File: config.mk
export PLATFORM = sky130hd
export DESIGN_NAME = ssw_top
export DESIGN_NICKNAME = d
export VERILOG_FILES = /design/src/logic/ssw_pkg.sv /design/src/logic/ssw_delay.sv /design/src/logic/ssw_top.sv
export SDC_FILE = /design/constraint.sdc
export NUM_CORES = 1
export LEC_CHECK = 0
export BUFFER_PORTS_ARGS = -buffer_cell sky130_fd_sc_hd__buf_4
export CAP_MARGIN = 10
export CORE_MARGIN = 3
export CORE_UTILIZATION = 60
export CTS_BUF_LIST = sky130_fd_sc_hd__clkbuf_2 sky130_fd_sc_hd__clkbuf_4 sky130_fd_sc_hd__clkbuf_8
export CTS_CLUSTER_DIAMETER = 50
export DETAILED_ROUTE_END_ITERATION = 8
export GPL_TIMING_DRIVEN = 0
export PLACE_DENSITY = 0.77
export RECOVER_POWER = 100
export SYNTH_ARGS = -nofsm -noshare
export SYNTH_HDL_FRONTEND = slang
export SYNTH_SLANG_ARGS = --single-unit
File: constraint.sdc
create_clock -name clk_i -period 4.1 [get_ports clk_i]
set_clock_uncertainty 0.15 [all_clocks]
set_input_delay 0.205 -clock clk_i [delete_from_list [all_inputs] [get_ports clk_i]]
set_output_delay 0.205 -clock clk_i [all_outputs]
set_load 0.01 [all_outputs]
File: src/logic/ssw_pkg.sv
/*
  Package for the supply supervisor: timing constants, variant codes and carrier structs.
  Assumes a 200 MHz clock and digitised comparator results arriving as plain levels.
*/
package ssw_pkg;

  // ***************************************************************
  // Timing
  // ***************************************************************
  localparam int unsigned CLK_PERIOD_PS   = 5000;
  localparam int unsigned RST_DELAY_MS    = 130;
  localparam int unsigned RST_DELAY_MIN_MS = 65;
  localparam int unsigned RST_DELAY_MAX_MS = 195;
  localparam int unsigned WDT_TIMEOUT_MS  = 1100;
  localparam int unsigned WDT_MIN_MS      = 550;
  localparam int unsigned WDT_MAX_MS      = 1650;
  localparam longint unsigned RST_DELAY_CYC =
    (longint'(RST_DELAY_MS) * 64'd1000000000 + CLK_PERIOD_PS - 1) / CLK_PERIOD_PS;
  localparam longint unsigned WDT_TIMEOUT_CYC =
    (longint'(WDT_TIMEOUT_MS) * 64'd1000000000) / CLK_PERIOD_PS;

  // Synchroniser depth.
  localparam int unsigned SYNC_STAGES = 2;

  // ***************************************************************
  // Variants
  // ***************************************************************
  typedef enum logic [1:0] {
    SSW_VAR_PFAIL,
    SSW_VAR_DUAL,
    SSW_VAR_WDOG
  } ssw_variant_t;

  // ***************************************************************
  // Carriers
  // ***************************************************************
  typedef struct packed {
    logic supply_ok;
    logic sense_ok;
    logic pfail_ok;
    logic manual_reset_n;
    logic watchdog_kick_in;
  } ssw_inputs_t;

  typedef struct packed {
    logic reset_n;
    logic supply_reset_n;
    logic aux_reset_n;
    logic power_fail_out;
  } ssw_outputs_t;

endpackage

File: src/logic/ssw_delay.sv
/*
  Reset stretcher: holds its output low while the cause is present and for a
  delay afterwards; any new cause restarts the delay.
  Assumes a synchronous cause input in the clk_i domain.
*/
`timescale 1ns/1ps
module ssw_delay #(
  parameter longint unsigned DELAY_CYC = ssw_pkg::RST_DELAY_CYC
) (
  // Clock and reset
  input  wire logic clk_i,
  input  wire logic rst_i,
  // Cause and stretched output
  input  wire logic cause_i,
  output logic      rst_n_o
);
  import ssw_pkg::*;

  localparam int W = $clog2(DELAY_CYC + 1);
  localparam logic [W-1:0] LAST = W'(DELAY_CYC - 1);

  logic [W-1:0] cnt_q;
  logic         rst_n_q;

  // The count restarts on every cause cycle, so a bouncing input is absorbed.
  always_ff @(posedge clk_i)
  begin
    if (rst_i || cause_i)
    begin
      cnt_q   <= '0;
      rst_n_q <= 1'b0;
    end
    else if (!rst_n_q)
    begin
      if (cnt_q == LAST)
        rst_n_q <= 1'b1;
      else
        cnt_q <= cnt_q + 1'b1;
    end
  end

  assign rst_n_o = rst_n_q;
endmodule

File: src/logic/ssw_top.sv
/*
  Supply supervisor core with optional dual outputs or watchdog, chosen by VARIANT.
  Assumes comparator results and pins are digitised levels; they are resynchronised here.
*/
`timescale 1ns/1ps
module ssw_top
  import ssw_pkg::*;
#(
  parameter ssw_variant_t    VARIANT     = SSW_VAR_WDOG,
  parameter longint unsigned DELAY_CYC   = ssw_pkg::RST_DELAY_CYC,
  parameter longint unsigned TIMEOUT_CYC = ssw_pkg::WDT_TIMEOUT_CYC
) (
  // Clock and reset
  input  wire logic                  clk_i,
  input  wire logic                  rst_i,
  // Comparator results and pins
  input  wire ssw_pkg::ssw_inputs_t  in_i,
  // Outputs
  output ssw_pkg::ssw_outputs_t      out_o
);
  import ssw_pkg::*;

  // ***************************************************************
  // Variant decoding
  // ***************************************************************
  // Every variant test goes through this one function, so the output muxes,
  // the watchdog enable and the assertions cannot disagree about a variant.
  function automatic logic var_is(input ssw_variant_t v);
    return VARIANT == v;
  endfunction

  // ***************************************************************
  // Input synchronisers
  // ***************************************************************
  localparam int NIN = $bits(ssw_inputs_t);
  logic [NIN-1:0] sync_a_q;
  logic [NIN-1:0] sync_b_q;
  ssw_inputs_t    s;

  // Two flops per bit; the first stage feeds only the second.
  always_ff @(posedge clk_i)
  begin
    if (rst_i)
    begin
      sync_a_q <= '0;
      sync_b_q <= '0;
    end
    else
    begin
      sync_a_q <= in_i;
      sync_b_q <= sync_a_q;
    end
  end
  assign s = ssw_inputs_t'(sync_b_q);

  // ***************************************************************
  // Watchdog
  // ***************************************************************
  localparam int WW = $clog2(TIMEOUT_CYC + 1);
  localparam logic [WW-1:0] WLAST = WW'(TIMEOUT_CYC - 1);
  logic [WW-1:0] wdt_q;
  logic          kick_q;
  logic          kick_edge;
  logic          wdt_fire_q;
  logic          any_rst_n;
  logic          wd_on;

  assign wd_on     = var_is(SSW_VAR_WDOG);
  assign kick_edge = s.watchdog_kick_in ^ kick_q;

  // Previous kick level for edge detection on the synchronised signal.
  always_ff @(posedge clk_i)
  begin
    if (rst_i)
      kick_q <= 1'b0;
    else
      kick_q <= s.watchdog_kick_in;
  end

  // Timer clears during reset and on either kick edge; expiry pulses once.
  always_ff @(posedge clk_i)
  begin
    if (rst_i || !wd_on || !any_rst_n || kick_edge || wdt_fire_q)
    begin
      wdt_q      <= '0;
      wdt_fire_q <= 1'b0;
    end
    else if (wdt_q == WLAST)
    begin
      wdt_fire_q <= 1'b1;
      wdt_q      <= '0;
    end
    else
      wdt_q <= wdt_q + 1'b1;
  end

  // ***************************************************************
  // Reset causes
  // ***************************************************************
  logic supply_cause;
  logic aux_cause;
  logic main_cause;
  logic supply_rst_n;
  logic aux_rst_n;
  logic main_rst_n;

  // Power-fail never appears in any cause term.
  assign supply_cause = !s.manual_reset_n || !s.supply_ok;
  assign aux_cause    = !s.manual_reset_n || !s.sense_ok;
  assign main_cause   = wd_on ? (supply_cause || !s.sense_ok || wdt_fire_q)
                              : supply_cause;

  ssw_delay #(.DELAY_CYC(DELAY_CYC)) u_sup (
    .clk_i   (clk_i),
    .rst_i   (rst_i),
    .cause_i (supply_cause),
    .rst_n_o (supply_rst_n)
  );

  ssw_delay #(.DELAY_CYC(DELAY_CYC)) u_aux (
    .clk_i   (clk_i),
    .rst_i   (rst_i),
    .cause_i (aux_cause),
    .rst_n_o (aux_rst_n)
  );

  ssw_delay #(.DELAY_CYC(DELAY_CYC)) u_main (
    .clk_i   (clk_i),
    .rst_i   (rst_i),
    .cause_i (main_cause),
    .rst_n_o (main_rst_n)
  );

  assign any_rst_n = main_rst_n;

  // ***************************************************************
  // Outputs
  // ***************************************************************
  logic pfo_q;

  // Power-fail flag follows the comparison directly, not through a stretcher.
  always_ff @(posedge clk_i)
  begin
    if (rst_i)
      pfo_q <= 1'b0;
    else
      pfo_q <= var_is(SSW_VAR_PFAIL) && s.pfail_ok;
  end

  assign out_o.reset_n        = var_is(SSW_VAR_DUAL) ? 1'b0 : main_rst_n;
  assign out_o.supply_reset_n = var_is(SSW_VAR_DUAL) ? supply_rst_n : 1'b0;
  assign out_o.aux_reset_n    = var_is(SSW_VAR_DUAL) ? aux_rst_n : 1'b0;
  assign out_o.power_fail_out = pfo_q;

  // ***************************************************************
  // Release timing checkers
  // ***************************************************************
  // Each stretcher gets its own count of quiet cycles since its cause was last
  // seen. It saturates, so it stays meaningful however long the inputs are good.
  localparam int DW = $clog2(DELAY_CYC + 2);
  localparam logic [DW-1:0] DFULL  = DW'(DELAY_CYC + 1);
  localparam logic [DW-1:0] DEXACT = DW'(DELAY_CYC);
  logic [2:0] chk_cause;
  logic [2:0] chk_rst_n;

  assign chk_cause = {main_cause, aux_cause, supply_cause};
  assign chk_rst_n = {main_rst_n, aux_rst_n, supply_rst_n};

  for (genvar gi = 0; gi < 3; gi++)
  begin : g_quiet
    logic [DW-1:0] quiet_q;

    // Cleared by any cause cycle, like the stretcher, but counted apart from it.
    always_ff @(posedge clk_i)
    begin
      if (rst_i || chk_cause[gi])
        quiet_q <= '0;
      else if (quiet_q != DFULL)
        quiet_q <= quiet_q + 1'b1;
    end

  end

  // Independent count of cycles since the timer was last told to clear, by a
  // kick edge or by an asserted reset. Expiry must land exactly on the timeout.
  localparam int KW = $clog2(TIMEOUT_CYC + 3);
  localparam logic [KW-1:0] KFULL  = KW'(TIMEOUT_CYC + 2);
  localparam logic [KW-1:0] KLATE  = KW'(TIMEOUT_CYC + 1);
  localparam logic [KW-1:0] KEXACT = KW'(TIMEOUT_CYC);
  logic [KW-1:0] kick_quiet_q;

  // Saturates, so a variant without a watchdog leaves it parked and harmless.
  always_ff @(posedge clk_i)
  begin
    if (rst_i || kick_edge || !any_rst_n)
      kick_quiet_q <= '0;
    else if (kick_quiet_q != KFULL)
      kick_quiet_q <= kick_quiet_q + 1'b1;
  end
endmodule

==> impl_metrics.ini <==
[status]
outcome = finished, final reports clean

[pwr]
power_density_nw_per_um2 = 362
static-leakage-power_uw = 0.00107
power.ir.vdd_worst_uv = 236

[sta]
finalWorstPathRequiredPeriod_ns = 2.68
worst_slew_pin_slew_ns = 0.933
worst_slew_margin_rel_pct = 37.3
slew_viol_final = 0
setup-tns-final_ns = 0
rsz0062_at_grt = false
post_route_hold_slack_ns = 0.302
setup_viol = 0
final.period_utilization_pct = 65.4
max_freq_mhz = 373
finalHoldViolCount = 0

[floorplan]
floorplan.die.height_um = 75.8
x_dimension_of_the_die_um = 75.8
fp.dieArea_um2 = 5750
core.rowCount = 24
initial_core_utilization_pct = 64.5
core_um2 = 4530
io-pin-count = 11

[logic_synthesis]
synth.mux.area_fraction_pct = 0.342
synth-compound-area-share_pct = 7.14
synth-edff-count = 0
dominantRegCellSynth = dfxtp_1
synth_xor_area_share_pct = 11.1
ys_warn_count = 0
synth_commonest_cells = 64 x dfxtp_1, 56 x nor2_1, 26 x nand2_1
adder_cell_share_of_the_synthesized_area_pct = 0.855
post_synthesis_area_per_instance_um2 = 8.79
synthMostInstantiatedCell = dfxtp_1
ys_async_sr_fraction_pct = 0
synth_simple_gate_area_share_pct = 34.1
netlist.top_cell.by_area = dfxtp_1
ys_top_cells_by_area = dfxtp_1 44%, nor2_1 7.2%, xor2_1 6.3%
ys_types = 46
syn-cell-area_um2 = 2930
synth_top_area_share_pct = 43.8
synth_seq_cells = 64
synth-seq-area-share_pct = 43.8
post_synth_inst_count = 333
combinational_family_with_the_most_area_after_synthesis = simple AND/OR/NAND/NOR gates

[clocking]
cts_tree = done
cts_inserted_buffers = 9
cts-root-buf = clkbuf_8
cts.sinks = 64
post_cts.resized_instances = 0
clock_path_buffers = 2
clock_pin_slew_on_the_worst_setup_and_hold_paths_ns = 0.07
cts_max_level = 3
insertion_delay_ns = 0.34

[critical_path]
cp.arrival_ns = 2.76
crit_buf_inv = 1
crit_end_category = flop
timing.critical_path.cells = nand4_1 -> nor4b_1 -> a21o_1 -> clkbuf_1 -> nor4_1 -> o21a_1
highest_fanout_seen_on_the_critical_path = 10
crit_family = simple AND/OR/NAND/NOR gates
worst_path_largest_cell_delay_ns = 0.86
worst_ep_required_time_ns = 4.18
criticalPathCategory = reg2reg
setup.worst_path.start_class = flop
setup.reg_to_reg.worst_slack_ns = 1.42
critPathSlowestCell = nor4b_1

[place]
port_buffers = 6
place.gp.congestion = 0.942
detailed_place_hpwl_um = 4040

[grt]
grt.overflow.total = 0
via_count_of_the_first_global_routing_pass = 2319
grt_antenna_before_repair = 0
grt_start_max_net_pins = 11
grt_pass1_wl_um = 10200
grt_usage_pct = 23.7

[detailed_routing]
final_antenna_net_count = 0
detail_route.vias_per_cell = 5.63
first_iter_violations = 105
wl_per_cell_um = 13.6
route.detailed.drc = 0
drt-total-wl_um = 5870
detailroute.via_count = 2426
drt-pass1-iter-count = 4

[finish]
drive_gt1_share_pct = 8.74
area.growth.synth_to_final_pct = 12.7
layout.nets = 370
diodes = 0
final_design_utilization_pct = 72.8

[min_path]
timing.hold.worst.class = reg2reg

[run]
max-cap-violations = 0
==> final cells by class <==
type	count	area [µm²]
flip-flops and latches	64	1280
clock inverters	3	40.0
fillers	353	1230
clock buffers	13	166
repair buffers	15	131
inverters	4	15.0
well taps	65	81.3
plain buffers	10	53.8
multi-input cells	257	1530
==> state kept, by name, summed over array words and instances, names as in the netlist <==
register / cells
s: 4
wdt_fire_q: 1
u_main.rst_n_o: 1
sync_a_q: 4
kick_q: 1
u_main.cnt_q: 25
wdt_q: 28
==> through the flow <==
stage	instance area, µm²	setup WS, ns	cells	power [µW]
4_1_cts	3360	1.98	431	1210
6_report	3300	1.42	431	1200
5_1_grt	3300	1.17	431	1240
2_1_floorplan	2930	2.31	335	647
3_5_place_dp	3060	1.99	406	653
3_3_place_gp	3060	2.03	406	652
==> metal layers <==
metal	GRT usage (%)	up-vias	share of wire, %
li1	-	1232	-
met1	26.7	1133	43
met2	40.2	47	51
met3	8.31	14	4.0
met4	10.5	0	1.9
met5	0	-	0
==> cells in the final DEF (no fill, tap or decap), types with 4 or more instances in the layout <==
master / netlist / layout
nor2b_1: 10 / 10
nand2_1: 26 / 26
buf_4: 5 / 8
nor4_1: 7 / 8
a21oi_1: 11 / 11
o21ai_0: 8 / 9
nor3_1: 7 / 8
dfxtp_1: 64 / 64
inv_1: 4 / 4
clkbuf_8: 0 / 11
nand4_1: 19 / 20
nand3_1: 15 / 15
xnor2_1: 16 / 16
nor4b_1: 2 / 4
and3_1: 8 / 8
or3_1: 6 / 6
nor2_1: 56 / 56
clkbuf_1: 2 / 6
and4_1: 4 / 4
xor2_1: 21 / 21
dlygate4sd3_1: 0 / 9
==> power by group <==
part | internal (µW) | switching, µW | total, µW | leakage [µW]
sequential | 626 | 1.17 | 627 | 0.000517
combinational | 12.5 | 6.29 | 18.8 | 0.000441
clock | 326 | 224 | 550 | 0.000110
total | 964 | 232 | 1200 | 0.00107
==> final timing paths <==
| kind | startpoint | to | depth (start not counted) |
|---|---|---|---|
| setup / recovery | u_main.cnt_q[2]$_SDFFE_PP0P_ | u_main.cnt_q[7]$_SDFFE_PP0P_ | 6 |
| hold reg to reg | sync_a_q[1]$_SDFF_PP0_ | s[1]$_SDFF_PP0_ | 1 |
| setup reg to reg | u_main.cnt_q[2]$_SDFFE_PP0P_ | u_main.cnt_q[7]$_SDFFE_PP0P_ | 6 |
| hold / removal | sync_a_q[1]$_SDFF_PP0_ | s[1]$_SDFF_PP0_ | 1 |
==> cell families after synthesis <==
logic type,after synthesis
adders and majority gates,2
buffers and inverters,14
other,1
and+or+nand+nor,180
xor gates and xnor gates,37
muxes,1
AOI/OAI and AO/OA,34
DFF,64
==> repair_timing <==
item | in CTS | in global routing
hold buffers | 9 | 0
endpoints found under the setup margin | 0 | 0
endpoints found under the hold margin | 9 | 0
buffers inserted | 0 | 0
No activity file was read; power rests on OpenSTA's default activity.
